$ cat src/rtl/esc_consts.svh
// Purpose: numeric constants of the eye-scan control block
// Assumes: included by its bare name
// Notes: register indices; byte address is four times the index
`ifndef ESC_CONSTS_SVH
`define ESC_CONSTS_SVH
`define ESC_LANES 16
`define ESC_IDX_RUN 10'h1f0
`define ESC_IDX_CTRL 10'h1f1
`define ESC_IDX_PO 10'h1f2
`define ESC_IDX_VO 10'h1f3
`define ESC_IDX_BSEL 10'h1f4
`define ESC_IDX_CLR 10'h1f5
`define ESC_IDX_DONE 10'h1f6
`define ESC_IDX_ISTAT 10'h220
`define ESC_IDX_IMASK 10'h221
`define ESC_GRP_OUTC 6'h20
`define ESC_GRP_COUNT 6'h21
`define ESC_RESET_BYTE 8'h00
`define ESC_RUN_BIT 0
`define ESC_CLR_BIT 0
`define ESC_LEN_HI 5
`define ESC_LEN_LO 4
`define ESC_MODE_HI 3
`define ESC_MODE_LO 0
`define ESC_PO_HI 6
`define ESC_VO_HI 5
`define ESC_BSEL_HI 4
`define ESC_LEN0 16'd127
`define ESC_LEN1 16'd1032
`define ESC_LEN2 16'd8191
`define ESC_LEN3 16'd65535
`define ESC_SLOT_LAST 5'd19
`define ESC_COUNT_MAX 16'hffff
`define ESC_LEVEL_MAX 6'h1f
`define ESC_LEVEL_MIN 6'h20
`define ESC_IRQ_DONE 0
`define ESC_IRQ_SAT 1
`endif

$ cat src/rtl/esc_pkg.sv
// Purpose: types shared by the eye-scan control modules
// Assumes: constants come from esc_consts.svh
// Notes: state codes follow a gray path idle, run, done
package esc_pkg;
  typedef enum logic [1:0] {ESC_IDLE = 2'b00, ESC_RUN = 2'b01, ESC_DONE = 2'b11} esc_state_type;
  typedef enum logic [3:0] {
    ESC_OFF = 4'h0, ESC_CMP = 4'h1, ESC_CMP0 = 4'h2, ESC_CMP1 = 4'h3, ESC_ONES = 4'h4,
    ESC_AVG0 = 4'h8, ESC_LOW0 = 4'h9, ESC_HIGH0 = 4'ha,
    ESC_AVG1 = 4'hc, ESC_HIGH1 = 4'hd, ESC_LOW1 = 4'he
  } esc_mode_type;
  typedef struct packed {
    esc_state_type state;
    logic [4:0] slot;
    logic [15:0] analyzed;
    logic [15:0] count;
    logic [5:0] level;
  } esc_lane_state_type;
  typedef struct packed {
    logic [7:0] run;
    logic [7:0] ctrl;
    logic [7:0] po;
    logic [7:0] vo;
    logic [7:0] bsel;
    logic [7:0] clr;
    logic ack;
    logic [31:0] rdata;
    logic [1:0] stat;
    logic [1:0] mask;
    logic run_prev;
    logic all_prev;
    logic sat_prev;
  } esc_top_state_type;
endpackage

$ cat src/rtl/esc_lane_if.sv
// Purpose: settings to one lane engine and its results back
// Assumes: one instance per lane
// Notes: ctrl drives settings, lane drives results
`timescale 1ns/1ns
interface esc_lane_if;
  logic [3:0] mode;
  logic [15:0] target;
  logic [4:0] bitsel;
  logic [5:0] voffset;
  logic start;
  logic clear;
  logic done;
  logic sat;
  logic [15:0] count;
  logic [5:0] level;
  modport ctrl (output mode, target, bitsel, voffset, start, clear, input done, sat, count, level);
  modport lane (input mode, target, bitsel, voffset, start, clear, output done, sat, count, level);
endinterface

$ cat src/rtl/esc_lane.sv
// Purpose: eye-scan engine of one receive lane
// Assumes: one sample_valid pulse per received bit
// Notes: count saturates; level is the threshold fed to the eye sampler
`timescale 1ns/1ns
`include "esc_consts.svh"
module esc_lane (
  input wire logic clk,
  input wire logic rst_n,
  input wire logic sample_valid,
  input wire logic normal_bit,
  input wire logic eye_bit,
  esc_lane_if.lane lif
);
  esc_pkg::esc_lane_state_type s_reg, s_next;
  logic zeros_only, ones_only, all_bits, search, take, up, down, hit;

  // ------------------------------------------------------------
  // next state
  // ------------------------------------------------------------
  always_comb
  begin
    zeros_only = lif.mode inside {esc_pkg::ESC_CMP0, esc_pkg::ESC_AVG0, esc_pkg::ESC_LOW0, esc_pkg::ESC_HIGH0};
    ones_only = lif.mode inside {esc_pkg::ESC_CMP1, esc_pkg::ESC_AVG1, esc_pkg::ESC_LOW1, esc_pkg::ESC_HIGH1};
    all_bits = lif.mode inside {esc_pkg::ESC_CMP, esc_pkg::ESC_ONES};
    search = lif.mode inside {esc_pkg::ESC_AVG0, esc_pkg::ESC_LOW0, esc_pkg::ESC_HIGH0,
                              esc_pkg::ESC_AVG1, esc_pkg::ESC_LOW1, esc_pkg::ESC_HIGH1};
    take = sample_valid && (s_reg.slot == lif.bitsel) && (s_reg.state == esc_pkg::ESC_RUN)
           && (all_bits || (zeros_only && !normal_bit) || (ones_only && normal_bit));
    hit = ((lif.mode inside {esc_pkg::ESC_CMP, esc_pkg::ESC_CMP0, esc_pkg::ESC_CMP1}) && (eye_bit != normal_bit))
          || ((lif.mode == esc_pkg::ESC_ONES) && eye_bit);
    up = eye_bit && (lif.mode inside {esc_pkg::ESC_AVG0, esc_pkg::ESC_HIGH0, esc_pkg::ESC_AVG1, esc_pkg::ESC_HIGH1});
    down = !eye_bit && (lif.mode inside {esc_pkg::ESC_AVG0, esc_pkg::ESC_LOW0, esc_pkg::ESC_AVG1, esc_pkg::ESC_LOW1});
    s_next = s_reg;
    if (sample_valid)
    begin
      s_next.slot = (s_reg.slot == `ESC_SLOT_LAST) ? 5'h00 : s_reg.slot + 5'h01;
    end
    if (!search)
    begin
      s_next.level = lif.voffset;
    end
    if (lif.start)
    begin
      s_next.analyzed = 16'h0000;
      s_next.state = (all_bits || zeros_only || ones_only) ? esc_pkg::ESC_RUN : esc_pkg::ESC_DONE;
      if (search)
      begin
        s_next.level = 6'h00;
      end
    end
    else if (take)
    begin
      s_next.analyzed = s_reg.analyzed + 16'h0001;
      if (hit && s_reg.count != `ESC_COUNT_MAX)
      begin
        s_next.count = s_reg.count + 16'h0001;
      end
      if (up && s_reg.level != `ESC_LEVEL_MAX)
      begin
        s_next.level = s_reg.level + 6'h01;
      end
      else if (down && s_reg.level != `ESC_LEVEL_MIN)
      begin
        s_next.level = s_reg.level - 6'h01;
      end
      if (s_next.analyzed == lif.target)
      begin
        s_next.state = esc_pkg::ESC_DONE;
      end
    end
    if (lif.clear)
    begin
      s_next.count = 16'h0000;
    end
  end

  // state register
  always_ff @(posedge clk)
  begin
    if (!rst_n)
      s_reg <= '0;
    else
      s_reg <= s_next;
  end

  // results
  // done flag per lane
  assign lif.done = (s_reg.state == esc_pkg::ESC_DONE);
  assign lif.sat = (s_reg.count == `ESC_COUNT_MAX);
  assign lif.count = s_reg.count;
  assign lif.level = s_reg.level;
endmodule

$ cat src/rtl/esc_top.sv
// Purpose: eye-scan control with Avalon-MM register access
// Assumes: lane sample inputs synchronous to CLK
// Notes: one wait cycle per bus access
`timescale 1ns/1ns
`include "esc_consts.svh"
module esc_top (
  input wire logic CLK,
  input wire logic RST_N,
  input wire logic [11:0] AVS_ADDRESS,
  input wire logic AVS_READ,
  input wire logic AVS_WRITE,
  input wire logic [31:0] AVS_WRITEDATA,
  input wire logic [3:0] AVS_BYTEENABLE,
  output logic [31:0] AVS_READDATA,
  output logic AVS_WAITREQUEST,
  input wire logic [`ESC_LANES-1:0] LANE_VALID,
  input wire logic [`ESC_LANES-1:0] LANE_NORMAL,
  input wire logic [`ESC_LANES-1:0] LANE_EYE,
  output logic [6:0] PHASE_OFFSET,
  output logic [6*`ESC_LANES-1:0] LANE_VOFFSET,
  output logic IRQ
);
  esc_pkg::esc_top_state_type s_reg, s_next;
  logic [`ESC_LANES-1:0] done_w;
  logic [`ESC_LANES-1:0] sat_w;
  logic [15:0] count_w [`ESC_LANES];
  logic [5:0] level_w [`ESC_LANES];
  logic [9:0] idx;
  logic req, start, all_done, any_sat, wr_take, rd_take;
  logic [1:0] stat_evt;
  logic [15:0] target;

  // ------------------------------------------------------------
  // decode and scan settings
  // ------------------------------------------------------------
  assign idx = AVS_ADDRESS[11:2];
  assign req = AVS_READ || AVS_WRITE;
  assign wr_take = s_reg.ack && AVS_WRITE;
  assign rd_take = s_reg.ack && AVS_READ;
  assign start = s_reg.run[`ESC_RUN_BIT] && !s_reg.run_prev;
  assign all_done = &done_w;
  assign any_sat = |sat_w;
  // status events that land at this edge
  assign stat_evt = {any_sat && !s_reg.sat_prev, all_done && !s_reg.all_prev};

  // length code to sample count
  // length table
  always_comb
  begin
    case (s_reg.ctrl[`ESC_LEN_HI:`ESC_LEN_LO])
      2'b00: target = `ESC_LEN0;
      2'b01: target = `ESC_LEN1;
      2'b10: target = `ESC_LEN2;
      2'b11: target = `ESC_LEN3;
      default: target = `ESC_LEN0;
    endcase
  end

  // ------------------------------------------------------------
  // lane engines
  // ------------------------------------------------------------
  for (genvar g = 0; g < `ESC_LANES; g++)
  begin : g_lane
    esc_lane_if lif ();
    assign lif.mode = s_reg.ctrl[`ESC_MODE_HI:`ESC_MODE_LO];
    assign lif.target = target;
    assign lif.bitsel = s_reg.bsel[`ESC_BSEL_HI:0];
    assign lif.voffset = s_reg.vo[`ESC_VO_HI:0];
    assign lif.start = start;
    assign lif.clear = s_reg.clr[`ESC_CLR_BIT];
    assign done_w[g] = lif.done;
    assign sat_w[g] = lif.sat;
    assign count_w[g] = lif.count;
    assign level_w[g] = lif.level;
    assign LANE_VOFFSET[6*g +: 6] = lif.level;
    esc_lane u_lane (
      .clk(CLK),
      .rst_n(RST_N),
      .sample_valid(LANE_VALID[g]),
      .normal_bit(LANE_NORMAL[g]),
      .eye_bit(LANE_EYE[g]),
      .lif(lif)
    );
  end

  // ------------------------------------------------------------
  // register file and bus slave
  // ------------------------------------------------------------
  always_comb
  begin
    s_next = s_reg;
    // one wait cycle, then complete
    s_next.ack = req && !s_reg.ack;
    s_next.run_prev = s_reg.run[`ESC_RUN_BIT];
    s_next.all_prev = all_done;
    s_next.sat_prev = any_sat;
    // read data staged during the wait cycle
    if (req && !s_reg.ack)
    begin
      case (idx)
        `ESC_IDX_RUN: s_next.rdata = {24'h000000, s_reg.run};
        `ESC_IDX_CTRL: s_next.rdata = {24'h000000, s_reg.ctrl};
        `ESC_IDX_PO: s_next.rdata = {24'h000000, s_reg.po};
        `ESC_IDX_VO: s_next.rdata = {24'h000000, s_reg.vo};
        `ESC_IDX_BSEL: s_next.rdata = {24'h000000, s_reg.bsel};
        `ESC_IDX_CLR: s_next.rdata = {24'h000000, s_reg.clr};
        `ESC_IDX_DONE: s_next.rdata = {16'h0000, done_w};
        // staged word includes events of this edge, so the later clear drops none unseen
        `ESC_IDX_ISTAT: s_next.rdata = {30'h00000000, s_reg.stat | stat_evt};
        `ESC_IDX_IMASK: s_next.rdata = {30'h00000000, s_reg.mask};
        default:
        begin
          if (idx[9:4] == `ESC_GRP_OUTC)
            s_next.rdata = {26'h0000000, level_w[idx[3:0]]};
          else if (idx[9:4] == `ESC_GRP_COUNT)
            s_next.rdata = {16'h0000, count_w[idx[3:0]]};
          else
            s_next.rdata = 32'h00000000;
        end
      endcase
    end
    // writes land at the completing edge
    if (wr_take && AVS_BYTEENABLE[0])
    begin
      case (idx)
        `ESC_IDX_RUN: s_next.run = AVS_WRITEDATA[7:0];
        `ESC_IDX_CTRL: s_next.ctrl = AVS_WRITEDATA[7:0];
        `ESC_IDX_PO: s_next.po = AVS_WRITEDATA[7:0];
        `ESC_IDX_VO: s_next.vo = AVS_WRITEDATA[7:0];
        `ESC_IDX_BSEL: s_next.bsel = AVS_WRITEDATA[7:0];
        `ESC_IDX_CLR: s_next.clr = AVS_WRITEDATA[7:0];
        `ESC_IDX_IMASK: s_next.mask = AVS_WRITEDATA[1:0];
        default: s_next.mask = s_reg.mask;
      endcase
    end
    // status clears on read, new events win
    if (rd_take && idx == `ESC_IDX_ISTAT)
    begin
      s_next.stat = 2'b00;
    end
    if (all_done && !s_reg.all_prev)
    begin
      s_next.stat[`ESC_IRQ_DONE] = 1'b1;
    end
    if (any_sat && !s_reg.sat_prev)
    begin
      s_next.stat[`ESC_IRQ_SAT] = 1'b1;
    end
  end

  // state register
  always_ff @(posedge CLK)
  begin
    if (!RST_N)
      s_reg <= '0;
    else
      s_reg <= s_next;
  end

  // outputs
  assign AVS_WAITREQUEST = req && !s_reg.ack;
  assign AVS_READDATA = s_reg.rdata;
  assign PHASE_OFFSET = s_reg.po[`ESC_PO_HI:0];
  assign IRQ = |(s_reg.stat & s_reg.mask);
endmodule

$ cat config.mk
export PLATFORM = sky130hd
export DESIGN_NAME = esc_top
export DESIGN_NICKNAME = d
export VERILOG_FILES = /design/src/rtl/esc_pkg.sv /design/src/rtl/esc_lane_if.sv /design/src/rtl/esc_lane.sv /design/src/rtl/esc_top.sv
export VERILOG_INCLUDE_DIRS = /design/src /design/src/rtl
export SDC_FILE = /design/constraint.sdc
export NUM_CORES = 2
export LEC_CHECK = 0
export BUFFER_PORTS_ARGS = -buffer_cell sky130_fd_sc_hd__buf_2
export CELL_PAD_IN_SITES_DETAIL_PLACEMENT = 0
export CELL_PAD_IN_SITES_GLOBAL_PLACEMENT = 1
export CORE_MARGIN = 1.5
export CORE_UTILIZATION = 51
export CTS_CLUSTER_DIAMETER = 80
export CTS_CLUSTER_SIZE = 30
export DETAILED_ROUTE_END_ITERATION = 12
export PLACE_DENSITY_LB_ADDON = 0.1
export REMOVE_ABC_BUFFERS = 1
export SYNTH_ARGS = -nofsm -noshare
export SYNTH_HDL_FRONTEND = slang
export SYNTH_SLANG_ARGS = --single-unit
$ cat constraint.sdc
create_clock -name CLK -period 4.9 [get_ports CLK]
set_clock_uncertainty 0.05 [all_clocks]
set_input_delay 0.49 -clock CLK [delete_from_list [all_inputs] [get_ports CLK]]
set_output_delay 0.49 -clock CLK [all_outputs]
set_load 0.01 [all_outputs]
==> reports/metrics.cfg <==
[outcome]
status = complete, no violations

[timing]
worstMarginPinSlew_ns = 1.24
fmax_mhz = 245
slew_violations = 0
rsz0062_at_grt = false
post-route-period-util = 0.832
hold_viol = 0
maxSlewHeadroom = 0.167
fin_hold_ws_ns = 0.0378
setup_slack_ns = 0.825
min_period_ns = 4.07
setup_viol = 0

[critical_path]
cp-start-kind = register
crit_fanout = 18
cp.required_ns = 5.43
path_delay_family = simple AND/OR/NAND/NOR gates
cp_cell_sequence = and2_1, nor3_1, nor3_1, or4b_1, nor3_1, xnor2_1, nor2_1
path_buf_inv = 0
crit_slowest_cell = and2_1
path_common_cell = nor3_1
arrival_ns = 4.60
setup.worst_path.end_class = register
path_class = reg2reg
critPathMaxStageDelay_ns = 0.89

[clocking]
clkSinkCount = 792
cts_tree = yes
clkTransAtPathRegs_ns = 0.12
cts_buffer_depth = 3
cts.repair.resized = 0
cts_max_level = 2
root_buffer = clkbuf_16
clkLatencyLatePin_ns = 0.71
numCtsBuffers = 49
cts_setup_buffers = 0

[detailed_routing]
first_iter_violations = 4706
drcViolationCount = 0
num_vias = 45958
wirelength_um = 174000
ant_nets = 0
viasPerCell = 6.29
dr.pass1.iters = 7
routedWlPerCell_um = 23.8

[power_and_ir_drop]
ir_drop_uv = 249
power_density_mw_per_mm2 = 227
leakagePower_nw = 18.5
p_total_mw = 12.0

[synthesis]
synth_edf_count = 0
synthCells = 6116
ys_types = 106
synth_warnings = 0
ys_ff_latch = 792
seq_area_frac_synth = 0.317
synth_area_leaders = dfxtp_1 32%, xnor2_1 6.8%, xor2_1 6.0%, nor2_1 5.9%, mux4_2 4.6%
synth_top_area_frac = 0.317
netlist_area_mm2 = 0.0501
synth_area_leader_cell = dfxtp_1
synth_flop_cell = dfxtp_1
async_flop_share = 0
syn_area_per_cell_um2 = 8.19
synth_commonest_cells = 792 x dfxtp_1, 786 x nor2_1, 463 x nand2_1
synth.most_common_cell = dfxtp_1

[global_route]
first_global_vias = 41017
grt_pass1_wl_um = 259000
track_usage = 0.338
grt_start_max_net_pins = 101
gr-total-overflow = 0
antenna_found_initial = 14

[die]
rows = 114
fp.dieH_um = 316
initial_core_util = 0.516
core-area_mm2 = 0.0970
chipWidth_um = 316
dieArea_mm2 = 0.100
ios = 237

[place]
hpwl_um = 129000
place_ws_ns = 0.950
place.gp.congestion = 0.975
portBuffers = 191
dpl-instance-area_mm2 = 0.0511

[final_layout]
largest_register_ffs = 368
stdcell_area_mm2 = 0.0529
finalNetCount = 6180
drive_gt1_frac = 0.104
area_growth_pct = 5.62

[job]
maxCapViolations = 0

[worst_hold_path]
hp-class = in2reg

-- metrics by stage --
| stage | TNS (ns) | util | instances |
|---|---|---|---|
| floorplan | -453.87 | - | 5629 |
| global route | 0 | 0.545 | 7303 |
| global placement | 0 | 0.527 | 7208 |
| finish | 0 | 0.545 | 7305 |
| CTS | 0 | 0.545 | 7300 |
| detailed placement | 0 | 0.527 | 7208 |
-- what timing repair did --
item,CTS,global route
hold endpoints to repair,1,0
setup endpoints to repair,0,0
hold buffers,1,0
-- tightest hold or removal path: stages --
cell	delay, ns
buf_2	0.14
xnor2_1	0.07
nor2_1	0.07
-- logic make-up after synthesis --
family | after synthesis | synth area share
flip-flops | 792 | 0.317
adder cells (fa/ha/maj) | 96 | 0.0240
buffers and inverters | 625 | 0.0606
multiplexers | 204 | 0.0672
AND/OR/NAND/NOR | 2729 | 0.281
other | 1 | 0.0000749
XOR/XNOR | 734 | 0.128
AO/OA/AOI/OAI | 935 | 0.122
-- layout make-up --
cell class | instances | area [um^2]
tap | 1276 | 1600
sequential | 792 | 15900
clock inverter | 36 | 458
inverter | 123 | 464
timing repair buffer | 304 | 1860
antenna | 5 | 12.5
fill | 9240 | 44100
clock buffer | 55 | 1300
multi-input combinational | 4714 | 31300
-- cells in the final DEF (no fill, tap or decap), drive strengths merged, types with 33 or more instances in the layout --
master and instances:
or3 102, nand3 351, ha 96, and2 49, nor2 789, nor4b 59, nor4 105, a31oi 63
nor3 196, dfxtp 792, inv 142, clkbuf 55, xnor2 390, and4 56, buf 303, mux4 103
nor2b 45, or4 48, a311o 33, nor3b 34, mux2i 81, a21oi 264, nand2 464, and3 114
nand4 222, o31ai 41, xor2 344, o21ai 255
-- final timing paths --
kind	endpoint	from	slack (ns)	cells past startpoint
min reg2reg	s_reg[55]	s_reg[55]	0.41	2
max reg2reg	g_lane[10].u_lane.lif.count[13]	g_lane[0].lif.mode[0]	0.83	7
min	g_lane[6].u_lane.s_reg[38]	LANE_VALID[6]	0.04	3
max	g_lane[10].u_lane.lif.count[13]	g_lane[0].lif.mode[0]	0.83	7
-- layer usage --
metal,global-route usage,part of all wire,vias up
li1,-,-,21550
met2,0.499,0.42,1819
met5,0,0.00026,-
met3,0.0757,0.096,335
met4,0.143,0.046,8
met1,0.473,0.44,22246
-- report_power, final --
| part | internal [mW] | leakage [nW] | switching, mW | total [mW] |
|---|---|---|---|---|
| sequential | 6.47 | 6.39 | 0.0517 | 6.52 |
| combinational | 0.174 | 11.2 | 0.386 | 0.560 |
| clock | 2.21 | 0.848 | 2.73 | 4.94 |
| total | 8.86 | 18.5 | 3.16 | 12.0 |
Note: power is estimated with default switching activity, not from simulation.
